==> src/common/pmc_pkg.sv <==
// package of constants and types for the periodic modulo counter
package pmc_pkg;

  // ==========================================================================
  // register indices (byte address = 4 * index)
  localparam logic [3:0] PMC_IDX_CTRL_ONE = 4'h0;  // control_status_one
  localparam logic [3:0] PMC_IDX_CTRL_TWO = 4'h1;  // control_status_two
  localparam logic [3:0] PMC_IDX_LIM_HI = 4'h2;    // compare_limit_high
  localparam logic [3:0] PMC_IDX_LIM_LO = 4'h3;    // compare_limit_low
  localparam logic [3:0] PMC_IDX_CNT_HI = 4'h4;    // count_value_high
  localparam logic [3:0] PMC_IDX_CNT_LO = 4'h5;    // count_value_low
  localparam logic [3:0] PMC_IDX_IRQ_STAT = 4'h6;  // interrupt status, read only
  localparam logic [3:0] PMC_IDX_IRQ_CLR = 4'h7;   // interrupt clear, write only
  localparam logic [3:0] PMC_IDX_IRQ_EN = 4'h8;    // interrupt enable

  // ==========================================================================
  // field positions
  localparam int PMC_BIT_FLAG = 7;        // periodic_flag in control_status_one
  localparam int PMC_BIT_IRQ_EN = 6;      // periodic_irq_enable
  localparam int PMC_BIT_TOGGLE_EN = 4;   // toggle_out_enable
  localparam int PMC_POS_SRC = 6;         // source_select, two bits
  localparam int PMC_POS_DIV = 0;         // divider_select, three bits
  localparam int PMC_BIT_EVT = 0;         // event bit in status/clear/enable

  // ==========================================================================
  // reset values
  localparam logic [1:0] PMC_RST_SRC = 2'h0;
  localparam logic [2:0] PMC_RST_DIV = 3'h0;
  localparam logic [15:0] PMC_RST_LIMIT = 16'h0000;
  localparam logic [15:0] PMC_RST_COUNT = 16'h0000;

  // ==========================================================================
  // codes
  localparam logic [1:0] PMC_SRC_EXT = 2'h0;
  localparam logic [1:0] PMC_SRC_LPO = 2'h1;
  localparam logic [2:0] PMC_DIV_OFF = 3'h0;
  localparam logic [1:0] PMC_HTRANS_NONSEQ = 2'h2;

  // ==========================================================================
  // latched address phase of an ahb transfer
  typedef struct packed {
    logic valid;
    logic write;
    logic [3:0] idx;
  } pmc_req_s;

endpackage : pmc_pkg

==> src/design/pmc_top.sv <==
// periodic modulo counter with prescaler, ahb-lite registers and toggle pin
//
// The AHB-Lite slave port was left to the implementer.
`timescale 1ns/1ns

module pmc_top
  import pmc_pkg::*;
#(
  parameter int PRESC_W = 11  // prescaler counter width, holds 2047
) (
  input wire logic core_clk,            // 100 MHz clock, also the bus clock source
  input wire logic srst,                // synchronous reset, active high
  input wire logic ext_osc_in,          // external_oscillator clock, asynchronous
  input wire logic lpo_in,              // low_power_oscillator clock, asynchronous
  input wire logic hsel,                // ahb slave select
  input wire logic [31:0] haddr,        // ahb address
  input wire logic [1:0] htrans,        // ahb transfer type
  input wire logic hwrite,              // ahb write
  input wire logic [2:0] hsize,         // ahb size, word only
  input wire logic [31:0] hwdata,       // ahb write data
  input wire logic hready,              // ahb bus ready
  output logic [31:0] hrdata,           // ahb read data
  output logic hreadyout,               // ahb slave ready
  output logic hresp,                   // ahb response, always okay
  output logic irq,                     // level interrupt
  output logic toggle_out               // overflow toggle pin
);

  // ==========================================================================
  // divide ratio lookup
  function automatic logic [PRESC_W-1:0] div_ratio(input logic src_lo, input logic [2:0] code);
    logic [PRESC_W-1:0] r;
    r = PRESC_W'(1);
    if (!src_lo) begin
      r = PRESC_W'(1) << (code - 3'h1);
    end else begin
      case (code)
        3'h6: r = PRESC_W'(100);
        3'h7: r = PRESC_W'(1000);
        default: r = PRESC_W'(128) << (code - 3'h1);
      endcase
    end
    return r;
  endfunction : div_ratio

  // ==========================================================================
  // state
  logic [1:0] source_select;
  logic [2:0] divider_select;
  logic periodic_flag;
  logic periodic_irq_enable;
  logic toggle_out_enable;
  logic [15:0] compare_limit;      // software-visible limit
  logic [15:0] active_limit;       // limit used by the comparator
  logic [15:0] tick_counter;
  logic [PRESC_W-1:0] presc_cnt;
  logic [7:0] count_upper_byte;    // frozen upper half
  logic snap_held;
  logic [2:0] ext_sync;
  logic [2:0] lpo_sync;
  pmc_req_s req;

  // ==========================================================================
  // bus decode; hreadyout goes high one cycle after reset is released and stays high, so no wait states exist
  // writes land at the end of the data phase, reads are sampled in the address
  // phase, so a read right behind a write to the same register returns the old value
  logic take;
  logic [3:0] take_idx;
  logic wr;
  logic [7:0] wbyte;
  logic ctrl2_wr;
  logic cfg_change;
  logic [1:0] next_src;
  logic [2:0] next_div;

  assign take = hsel && hready && (htrans == PMC_HTRANS_NONSEQ);
  assign take_idx = haddr[5:2];
  assign wr = req.valid && req.write;
  assign wbyte = hwdata[7:0];
  assign ctrl2_wr = wr && (req.idx == PMC_IDX_CTRL_TWO);
  assign next_src = wbyte[PMC_POS_SRC +: 2];
  assign next_div = wbyte[PMC_POS_DIV +: 3];
  assign cfg_change = ctrl2_wr && ((next_src != source_select) ||
                                   (next_div != divider_select));

  // write strobes belong to the data phase, read strobes to the address phase
  logic wr_ctrl1;
  logic wr_lim_hi;
  logic wr_lim_lo;
  logic wr_irq_en;
  logic wr_irq_clr;
  logic rd_cnt_lo;
  logic rd_cnt_hi;
  assign wr_ctrl1 = wr && (req.idx == PMC_IDX_CTRL_ONE);
  assign wr_lim_hi = wr && (req.idx == PMC_IDX_LIM_HI);
  assign wr_lim_lo = wr && (req.idx == PMC_IDX_LIM_LO);
  assign wr_irq_en = wr && (req.idx == PMC_IDX_IRQ_EN);
  assign wr_irq_clr = wr && (req.idx == PMC_IDX_IRQ_CLR);
  assign rd_cnt_lo = take && !hwrite && (take_idx == PMC_IDX_CNT_LO);
  assign rd_cnt_hi = take && !hwrite && (take_idx == PMC_IDX_CNT_HI);

  always_ff @(posedge core_clk) begin
    if (srst) begin
      req <= '0;
    end else begin
      req.valid <= take;
      req.write <= hwrite;
      req.idx <= take_idx;
    end
  end

  // ==========================================================================
  // clock source synchronisers; stage 0 is read only by stage 1
  // a source edge is seen two to three cycles late; a source must stay well
  // below half the core clock, otherwise edges are lost
  always_ff @(posedge core_clk) begin
    if (srst) begin
      ext_sync <= 3'h0;
      lpo_sync <= 3'h0;
    end else begin
      ext_sync <= {ext_sync[1:0], ext_osc_in};
      lpo_sync <= {lpo_sync[1:0], lpo_in};
    end
  end

  logic src_edge;
  always_comb begin
    case (source_select)
      PMC_SRC_EXT: src_edge = ext_sync[1] && !ext_sync[2];
      PMC_SRC_LPO: src_edge = lpo_sync[1] && !lpo_sync[2];
      default: src_edge = 1'b1;  // bus clock
    endcase
  end

  // ==========================================================================
  // prescaler
  logic presc_tick;
  logic [PRESC_W-1:0] ratio;
  assign ratio = div_ratio(source_select[0], divider_select);
  assign presc_tick = (divider_select != PMC_DIV_OFF) && src_edge &&
                      (presc_cnt == ratio - PRESC_W'(1));

  // the prescaler counts source edges, not core cycles, so the bus source
  // (an edge every cycle) and the slow sources share one path
  logic [PRESC_W-1:0] next_presc_cnt;
  always_comb begin
    next_presc_cnt = presc_cnt;
    if (presc_tick) begin
      next_presc_cnt = '0;
    end else if (src_edge) begin
      next_presc_cnt = presc_cnt + PRESC_W'(1);
    end
  end

  always_ff @(posedge core_clk) begin
    if (srst || cfg_change || divider_select == PMC_DIV_OFF) begin
      presc_cnt <= '0;
    end else begin
      presc_cnt <= next_presc_cnt;
    end
  end

  // ==========================================================================
  // main counter and comparator
  logic overflow;
  assign overflow = presc_tick && (tick_counter == active_limit);

  // the match is checked against the latched limit, never the written one,
  // so a limit below the current count only bites after the next wrap
  logic [15:0] next_tick_counter;
  always_comb begin
    next_tick_counter = tick_counter;
    if (overflow) begin
      next_tick_counter = 16'h0000;
    end else if (presc_tick) begin
      next_tick_counter = tick_counter + 16'h0001;
    end
  end

  always_ff @(posedge core_clk) begin
    if (srst || cfg_change) begin
      tick_counter <= PMC_RST_COUNT;
    end else begin
      tick_counter <= next_tick_counter;
    end
  end

  // a limit written mid-period waits for the next overflow or a control_status_two write that changes the divider to a nonzero code
  always_ff @(posedge core_clk) begin
    if (srst) begin
      active_limit <= PMC_RST_LIMIT;
    end else if (overflow) begin
      active_limit <= compare_limit;
    end else if (ctrl2_wr && next_div != PMC_DIV_OFF && next_div != divider_select) begin
      active_limit <= compare_limit;
    end
  end

  // ==========================================================================
  // control registers
  always_ff @(posedge core_clk) begin
    if (srst) begin
      source_select <= PMC_RST_SRC;
      divider_select <= PMC_RST_DIV;
    end else if (ctrl2_wr) begin
      source_select <= next_src;
      divider_select <= next_div;
    end
  end

  always_ff @(posedge core_clk) begin
    if (srst) begin
      compare_limit <= PMC_RST_LIMIT;
    end else if (wr_lim_hi) begin
      compare_limit[15:8] <= wbyte;
    end else if (wr_lim_lo) begin
      compare_limit[7:0] <= wbyte;
    end
  end

  always_ff @(posedge core_clk) begin
    if (srst) begin
      periodic_irq_enable <= 1'b0;
      toggle_out_enable <= 1'b0;
    end else if (wr_ctrl1) begin
      periodic_irq_enable <= wbyte[PMC_BIT_IRQ_EN];
      toggle_out_enable <= wbyte[PMC_BIT_TOGGLE_EN];
    end else if (wr_irq_en) begin
      periodic_irq_enable <= wbyte[PMC_BIT_EVT];
    end
  end

  // ==========================================================================
  // periodic flag: a match in the clearing cycle keeps the flag set
  logic flag_clr;
  assign flag_clr = (wr_ctrl1 && wbyte[PMC_BIT_FLAG]) ||
                    (wr_irq_clr && wbyte[PMC_BIT_EVT]);

  always_ff @(posedge core_clk) begin
    if (srst) begin
      periodic_flag <= 1'b0;
    end else if (overflow) begin
      periodic_flag <= 1'b1;
    end else if (flag_clr) begin
      periodic_flag <= 1'b0;
    end
  end

  // irq is registered, so it looks ahead at this cycle's set, clear and enable
  // writes; it then moves together with the flag instead of one cycle behind
  logic next_flag;
  logic next_irq_en;
  logic next_irq;
  always_comb begin
    next_flag = periodic_flag;
    if (overflow) begin
      next_flag = 1'b1;
    end else if (flag_clr) begin
      next_flag = 1'b0;
    end
  end

  always_comb begin
    next_irq_en = periodic_irq_enable;
    if (wr_ctrl1) begin
      next_irq_en = wbyte[PMC_BIT_IRQ_EN];
    end else if (wr_irq_en) begin
      next_irq_en = wbyte[PMC_BIT_EVT];
    end
  end

  assign next_irq = next_flag && next_irq_en;

  always_ff @(posedge core_clk) begin
    if (srst) begin
      irq <= 1'b0;
    end else begin
      irq <= next_irq;
    end
  end

  always_ff @(posedge core_clk) begin
    if (srst) begin
      toggle_out <= 1'b0;
    end else if (overflow && toggle_out_enable) begin
      toggle_out <= !toggle_out;
    end
  end

  // ==========================================================================
  // read path; count registers have no write decode at all
  // the snapshot holds only the upper byte: the lower byte is returned live at
  // the same edge, so the pair is consistent; a high read without a low read
  // first sees the live count and may tear against a later low read
  always_ff @(posedge core_clk) begin
    if (srst) begin
      snap_held <= 1'b0;
      count_upper_byte <= 8'h00;
    end else if (rd_cnt_lo) begin
      snap_held <= 1'b1;
      count_upper_byte <= tick_counter[15:8];
    end else if (rd_cnt_hi) begin
      snap_held <= 1'b0;
    end
  end

  logic [7:0] rbyte;
  always_comb begin
    rbyte = 8'h00;
    case (take_idx)
      PMC_IDX_CTRL_ONE: begin
        rbyte[PMC_BIT_FLAG] = periodic_flag;
        rbyte[PMC_BIT_IRQ_EN] = periodic_irq_enable;
        rbyte[PMC_BIT_TOGGLE_EN] = toggle_out_enable;
      end
      PMC_IDX_CTRL_TWO: begin
        rbyte[PMC_POS_SRC +: 2] = source_select;
        rbyte[PMC_POS_DIV +: 3] = divider_select;
      end
      PMC_IDX_LIM_HI: rbyte = compare_limit[15:8];
      PMC_IDX_LIM_LO: rbyte = compare_limit[7:0];
      PMC_IDX_CNT_HI: rbyte = snap_held ? count_upper_byte : tick_counter[15:8];
      PMC_IDX_CNT_LO: rbyte = tick_counter[7:0];
      PMC_IDX_IRQ_STAT: rbyte[PMC_BIT_EVT] = periodic_flag;
      PMC_IDX_IRQ_EN: rbyte[PMC_BIT_EVT] = periodic_irq_enable;
      default: rbyte = 8'h00;
    endcase
  end

  // read data is captured at the address edge and stands until the next read,
  // which keeps hrdata a plain flop at the cost of reading one cycle early
  always_ff @(posedge core_clk) begin
    if (srst) begin
      hrdata <= 32'h00000000;
      hreadyout <= 1'b0;
      hresp <= 1'b0;
    end else begin
      hreadyout <= 1'b1;
      hresp <= 1'b0;
      if (take && !hwrite) begin
        hrdata <= {24'h000000, rbyte};
      end
    end
  end

endmodule : pmc_top

==> config.mk <==
export PLATFORM = sky130hd
export DESIGN_NAME = pmc_top
export DESIGN_NICKNAME = d
export VERILOG_FILES = /design/src/common/pmc_pkg.sv /design/src/design/pmc_top.sv
export SDC_FILE = /design/constraint.sdc
export NUM_CORES = 1
export LEC_CHECK = 0
export BUFFER_PORTS_ARGS = -buffer_cell sky130_fd_sc_hd__buf_2
export CAP_MARGIN = 30
export CORE_MARGIN = 8
export CORE_UTILIZATION = 50
export CTS_CLUSTER_DIAMETER = 150
export DETAILED_ROUTE_END_ITERATION = 8
export PLACE_DENSITY = 0.76
export SYNTH_ARGS = -nofsm -noshare
export SYNTH_HDL_FRONTEND = slang
export SYNTH_SLANG_ARGS = --single-unit
==> constraint.sdc <==
create_clock -name core_clk -period 2.9 [get_ports core_clk]
set_input_delay 0.145 -clock core_clk [delete_from_list [all_inputs] [get_ports core_clk]]
set_output_delay 0.145 -clock core_clk [all_outputs]
set_load 0.03 [all_outputs]
[Yosys cells after proc, flatten, opt, wreduce, memory -nomap -nowiden]
Cells that the tools add are included.
Storage, ports and cells
  bits in registers: 99
  logic and storage cells: 110
Operators by class
  add/sub/neg operators: 4
  equal/unequal tests: 20
  shifts and indexed selects: 2
  muxes and demuxes: 19
  bitwise logic cells: 1
  reductions and logical operators: 43
Operators by type and width (number)
  16-bit two-way mux: 2
  1-bit logical AND: 24
  11-bit case mux with 2 select lines: 1
  16-bit by 1-bit adder with 16-bit output, second input constant: 1
  16-bit == test: 1
  4-bit by 2-bit == test with 1-bit output, second input constant: 4
  4-bit by 3-bit == test with 1-bit output, second input constant: 4
  2-bit case mux with 6 select lines: 1
  11-bit by 1-bit adder with 11-bit output, second input constant: 1
  11-bit == test: 1
  11-bit two-way mux: 1
  1-bit by 3-bit left shift with 11-bit output, first input constant: 1
  8-bit by 3-bit left shift with 11-bit output, first input constant: 1
  11-bit by 1-bit subtractor with 11-bit output, second input constant: 1
  2-bit case mux with 5 select lines: 1
  4-bit by 1-bit == test with 1-bit output, second input constant: 2
  4-bit == test, second input constant: 2
  4-bit zero test: 2
  8-bit two-way mux: 1
  1-bit case mux with 4 select lines: 2
  1-bit two-way mux: 7
  1-bit case mux with 7 select lines: 1
  3-bit == test, second input constant: 2
  3-bit nonzero test: 2
  other kinds (15): 23

[Depth between registers and ports, before layout]
  word-level depth: 10
  mapped depth: 14
  depth with buffers taken out: 10

[Least setup slack after synthesis]
No wires, ideal clock.
  path kind: reg-to-reg
  from: register divider_select[1]
  to: register tick_counter[0]
  setup time: 70 ps
  data arrival time: 2756 ps
  slack: 73 ps
  stages on the path, launching flop included: 14
  buffers on the path: 3
  period minus slack after synthesis: 2827 ps
  path through: dfxtp_1 buf_4 nor2b_1 nand2_1 ha_1 buf_4 xor2_2 nand2_1 mux2_2 o221a_4 or2_1 buf_6 or4_1 a21oi_1
Between the ends
  cells in the longest elaborated chain, start to end: 9
Ends and longest elaborated chain
  from (decl): line pmc_top.sv:49  | logic [2:0] divider_select;
  from (signal assigned): line pmc_top.sv:207  | divider_select <= next_div;
  3-bit by 1-bit subtractor with 3-bit output: line pmc_top.sv:35, pmc_top.sv:40
  8-bit by 3-bit left shift with 11-bit output: line pmc_top.sv:40  | default: r = PRESC_W'(128) << (code - 3'h1);
  11-bit case mux with 2 select lines: line pmc_top.sv:37  | case (code)
  11-bit two-way mux: line pmc_top.sv:34  | if (!src_lo) begin
  11-bit by 1-bit subtractor with 11-bit output: line pmc_top.sv:141  | (presc_cnt == ratio - PRESC_W'(1));
  11-bit == test: line pmc_top.sv:141
  1-bit logical AND: line pmc_top.sv:140  | assign presc_tick = (divider_select != PMC_DIV_OFF) && src_edge &&
  1-bit logical AND: line pmc_top.sv:166  | assign overflow = presc_tick && (tick_counter == active_limit);
  2-bit OR reduction (no line)
  to (signal assigned): line pmc_top.sv:184  | tick_counter <= next_tick_counter;
  to (decl): line pmc_top.sv:55  | logic [15:0] tick_counter;
Several ways; a longest one is shown, not always the timed one.
A chain may end at the register's enable or synchronous reset.

[Final worst setup path]
  from: register divider_select[1]
  to: register active_limit[1]
Between the ends
  cells in the longest elaborated chain, start to end: 9
Ends and longest elaborated chain
  3-bit by 1-bit subtractor with 3-bit output: line pmc_top.sv:35, pmc_top.sv:40
  8-bit by 3-bit left shift with 11-bit output: line pmc_top.sv:40
  11-bit case mux with 2 select lines: line pmc_top.sv:37
  11-bit two-way mux: line pmc_top.sv:34
  11-bit by 1-bit subtractor with 11-bit output: line pmc_top.sv:141
  11-bit == test: line pmc_top.sv:141
  1-bit logical AND: line pmc_top.sv:140
  1-bit logical AND: line pmc_top.sv:166
  16-bit two-way mux or 2-bit nonzero test (tied branches)
  to (signal assigned): line pmc_top.sv:193  | active_limit <= compare_limit;
  to (signal assigned): line pmc_top.sv:195  | active_limit <= compare_limit;
  to (decl): line pmc_top.sv:54  | logic [15:0] active_limit;
Several ways; a longest one is shown, not always the timed one.

==> impl_metrics.tcl <==
set metrics [dict create \
    cts_buffers 9 \
    placementRows 39 \
    final.period_utilization_pct 95.9 \
    die_h_um 123 \
    ctsHoldBuffers 0 \
    cp.arrival_ns 3.06 \
    syn_area_per_cell_um2 8.22 \
    worstRegToRegCells 12 \
    syn_to_final_growth_pct 8.55 \
    drt_iter0_drc 394 \
    yosys-top-cells-area "dfxtp_1 35%, mux2i_1 9.1%, nand2_1 5.5%" \
    startpoint_type "flip-flop" \
    dpl.hpwl_mm 9.81 \
    crit_fanout 16 \
    clock_latency_ns 0.36 \
    status "finished clean" \
    ios 112 \
    leakagePower_nw 2.48 \
    fp.coreArea_um2 11300 \
    routed_wl_mm 14.0 \
    reg2reg_slack_ns 0.12 \
    cap_violations 0 \
    yosys.area.top_type_share_pct 34.8 \
    die_x_um 123 \
    cp-end-kind "flip-flop" \
    synthArstFlopShare_pct 0 \
    syn_area_um2 5700 \
    fin_setup_tns_ns 0 \
    die_area_um2 15100 \
    worstHoldStart "lpo_in" \
    whs_path_depth 2 \
    regToRegStartpoint "divider_select[1]" \
    hold_end "lpo_sync[0]" \
    synth_ff_type "dfxtp_1" \
    post_cts_buffers 0 \
    finalMaxSlewViolations 0 \
    root_buffer "clkbuf_16" \
    skew_ns 0.0129 \
    grt_use_total_pct 18.7 \
    grt_first_pass_wirelength_mm 22.8 \
    grt_pass1_vias 4658 \
    portBuffers 31 \
    synth_top_area_cell "dfxtp_1" \
    antenna_found_initial 0 \
    synth.distinct_cells 71 \
    slew_headroom_pct 40.7 \
    h-tree-depth 3 \
    yosys_register_bits 99 \
    fillerInstances 1008 \
    clock.fmax_ghz 0.359 \
    avgRoutedWirePerCell_um 16.5 \
    ant_nets 0 \
    required_ns 3.18 \
    gp_congestion 0.871 \
    synthTopCellsByCount "99 x dfxtp_1, 83 x nand2_1, 75 x nor2_1" \
    clk_pin_slew_ns 0.07 \
    cts_sinks 99 \
    start_util_pct 50.5 \
    instances_no_fill 849 \
    synth_edf_count 0 \
    dr.pass1.iters 7 \
    syn_inst 693 \
    setup_viol 0 \
    post-route-min-period_ns 2.78 \
    via_count 4923 \
    worst_hold_path_type "in2reg" \
    p_per_area_nw_per_um2 452 \
    tightest_slew_ns 0.884 \
    vdd_ir_drop_max_mv 0.320 \
    hold_violations 0 \
    drive_above_1_share_pct 14.3 \
    ys_warn_count 0 \
    grt_max_degree 55 \
    cts_tree "done" \
    finalNetCount 780 \
    num_antenna_cells 0 \
    dp.cells 833 \
    ys_seq_area_share_pct 34.8 \
    synth_most_common_cell "dfxtp_1" \
    cts.path.max_buffers 2 \
    via_per_inst 5.80 \
    r2r-end "active_limit[1]" \
    path_class "reg2reg" \
    route.detailed.drc 0 \
    grt_overflow_total 0 \
]
## through the flow
stage	total power [W]	area (µm²)	util [%]	hold WS [ns]	setup slack (ns)
5_1_grt	0.00287	6180	54.8	0.0167	-0.0414
3_3_place_gp	0.00154	5820	51.6	0.362	0.0467
6_report	0.00280	6180	54.8	0.00571	0.118
4_1_cts	0.00281	6150	54.5	0.00262	0.0309
3_5_place_dp	0.00155	5820	51.6	0.366	-0.0578
2_1_floorplan	0.00154	5790	-	0.273	0.0732
## what timing repair did
action,CTS,global route
setup endpoints to repair,42,45
pin swaps,0,2
resized for setup,4,7
## area by class of cell
| cell class | instances | area [µm²] | share of cell area (%) |
|---|---|---|---|
| clock inverters | 7 | 93.8 | 1.52 |
| repair buffers | 53 | 333 | 5.38 |
| clock buffers | 9 | 225 | 3.64 |
| multi-input cells | 526 | 3320 | 53.7 |
| well taps | 143 | 179 | 2.89 |
| flip-flops and latches | 99 | 1980 | 32.1 |
| inverters | 12 | 45.0 | 0.729 |
## worst max-delay path, stage by stage, from the launching register on
cell	delay [ns]
dfxtp_2	0.40
nor2b_2	0.21
nand2_1	0.11
ha_4	0.20
buf_4	0.17
nor2b_1	0.14
a2111oi_1	0.42
a31o_2	0.17
nor3_1	0.05
and4_2	0.28
a21oi_4	0.16
buf_12	0.19
mux2i_1	0.22
## worst max path at each step
stage,startpoint,endpoint,slack (ns)
5_1_grt,divider_select[1],tick_counter[12],-0.04
6_report,divider_select[1],active_limit[1],0.12
4_1_cts,divider_select[2],tick_counter[0],0.03
3_3_place_gp,divider_select[1],active_limit[13],0.05
3_5_place_dp,divider_select[1],active_limit[13],-0.06
2_1_floorplan,divider_select[1],tick_counter[0],0.07
## layer usage
layer	vias to the layer above	wire, µm	GRT usage [%]
li1	2387	-	-
met1	2341	6040	23.6
met2	170	6900	31.1
met3	25	732	2.25
met4	0	323	8.83
met5	-	0	0
## cell usage in the layout, fill, tap and decap left out, drive strengths merged, types with 21 or more instances in the layout
cell type | Yosys | final
dfxtp | 99 | 99
o21ai | 22 | 22
a21oi | 39 | 39
nor2b | 22 | 22
xor2 | 25 | 25
mux2i | 52 | 52
conb | 1 | 25
nand4 | 23 | 23
nor3 | 21 | 21
nand2 | 83 | 83
buf | 48 | 53
nor2 | 77 | 77
## sequential cells by signal, summed over array words and instances, names as in the netlist, 2 cells and up
register	count
tick_counter	16
compare_limit	16
ext_sync	3
presc_cnt	11
divider_select	3
active_limit	16
source_select	2
hrdata	8
count_upper_byte	8
req	6
lpo_sync	3
## cells by family (layout without fill, tap and decap cells)
logic type | after synthesis | count (layout) | synth area share, %
compound gates | 124 | 124 | 14.8
xor+xnor | 39 | 39 | 6.13
fa+ha+maj | 3 | 3 | 0.659
buf+inv | 92 | 81 | 9.23
flops | 99 | 99 | 34.8
mux | 56 | 56 | 10.1
other cells | 1 | 25 | 0.0658
simple gates | 279 | 279 | 24.2
## where the power goes
group | switching, W | leakage, nW | internal [W]
registers | 0.00000617 | 0.801 | 0.00137
clock network | 0.000585 | 0.153 | 0.000695
logic | 0.000112 | 1.52 | 0.0000304
Power figures use the tool's default switching activity.
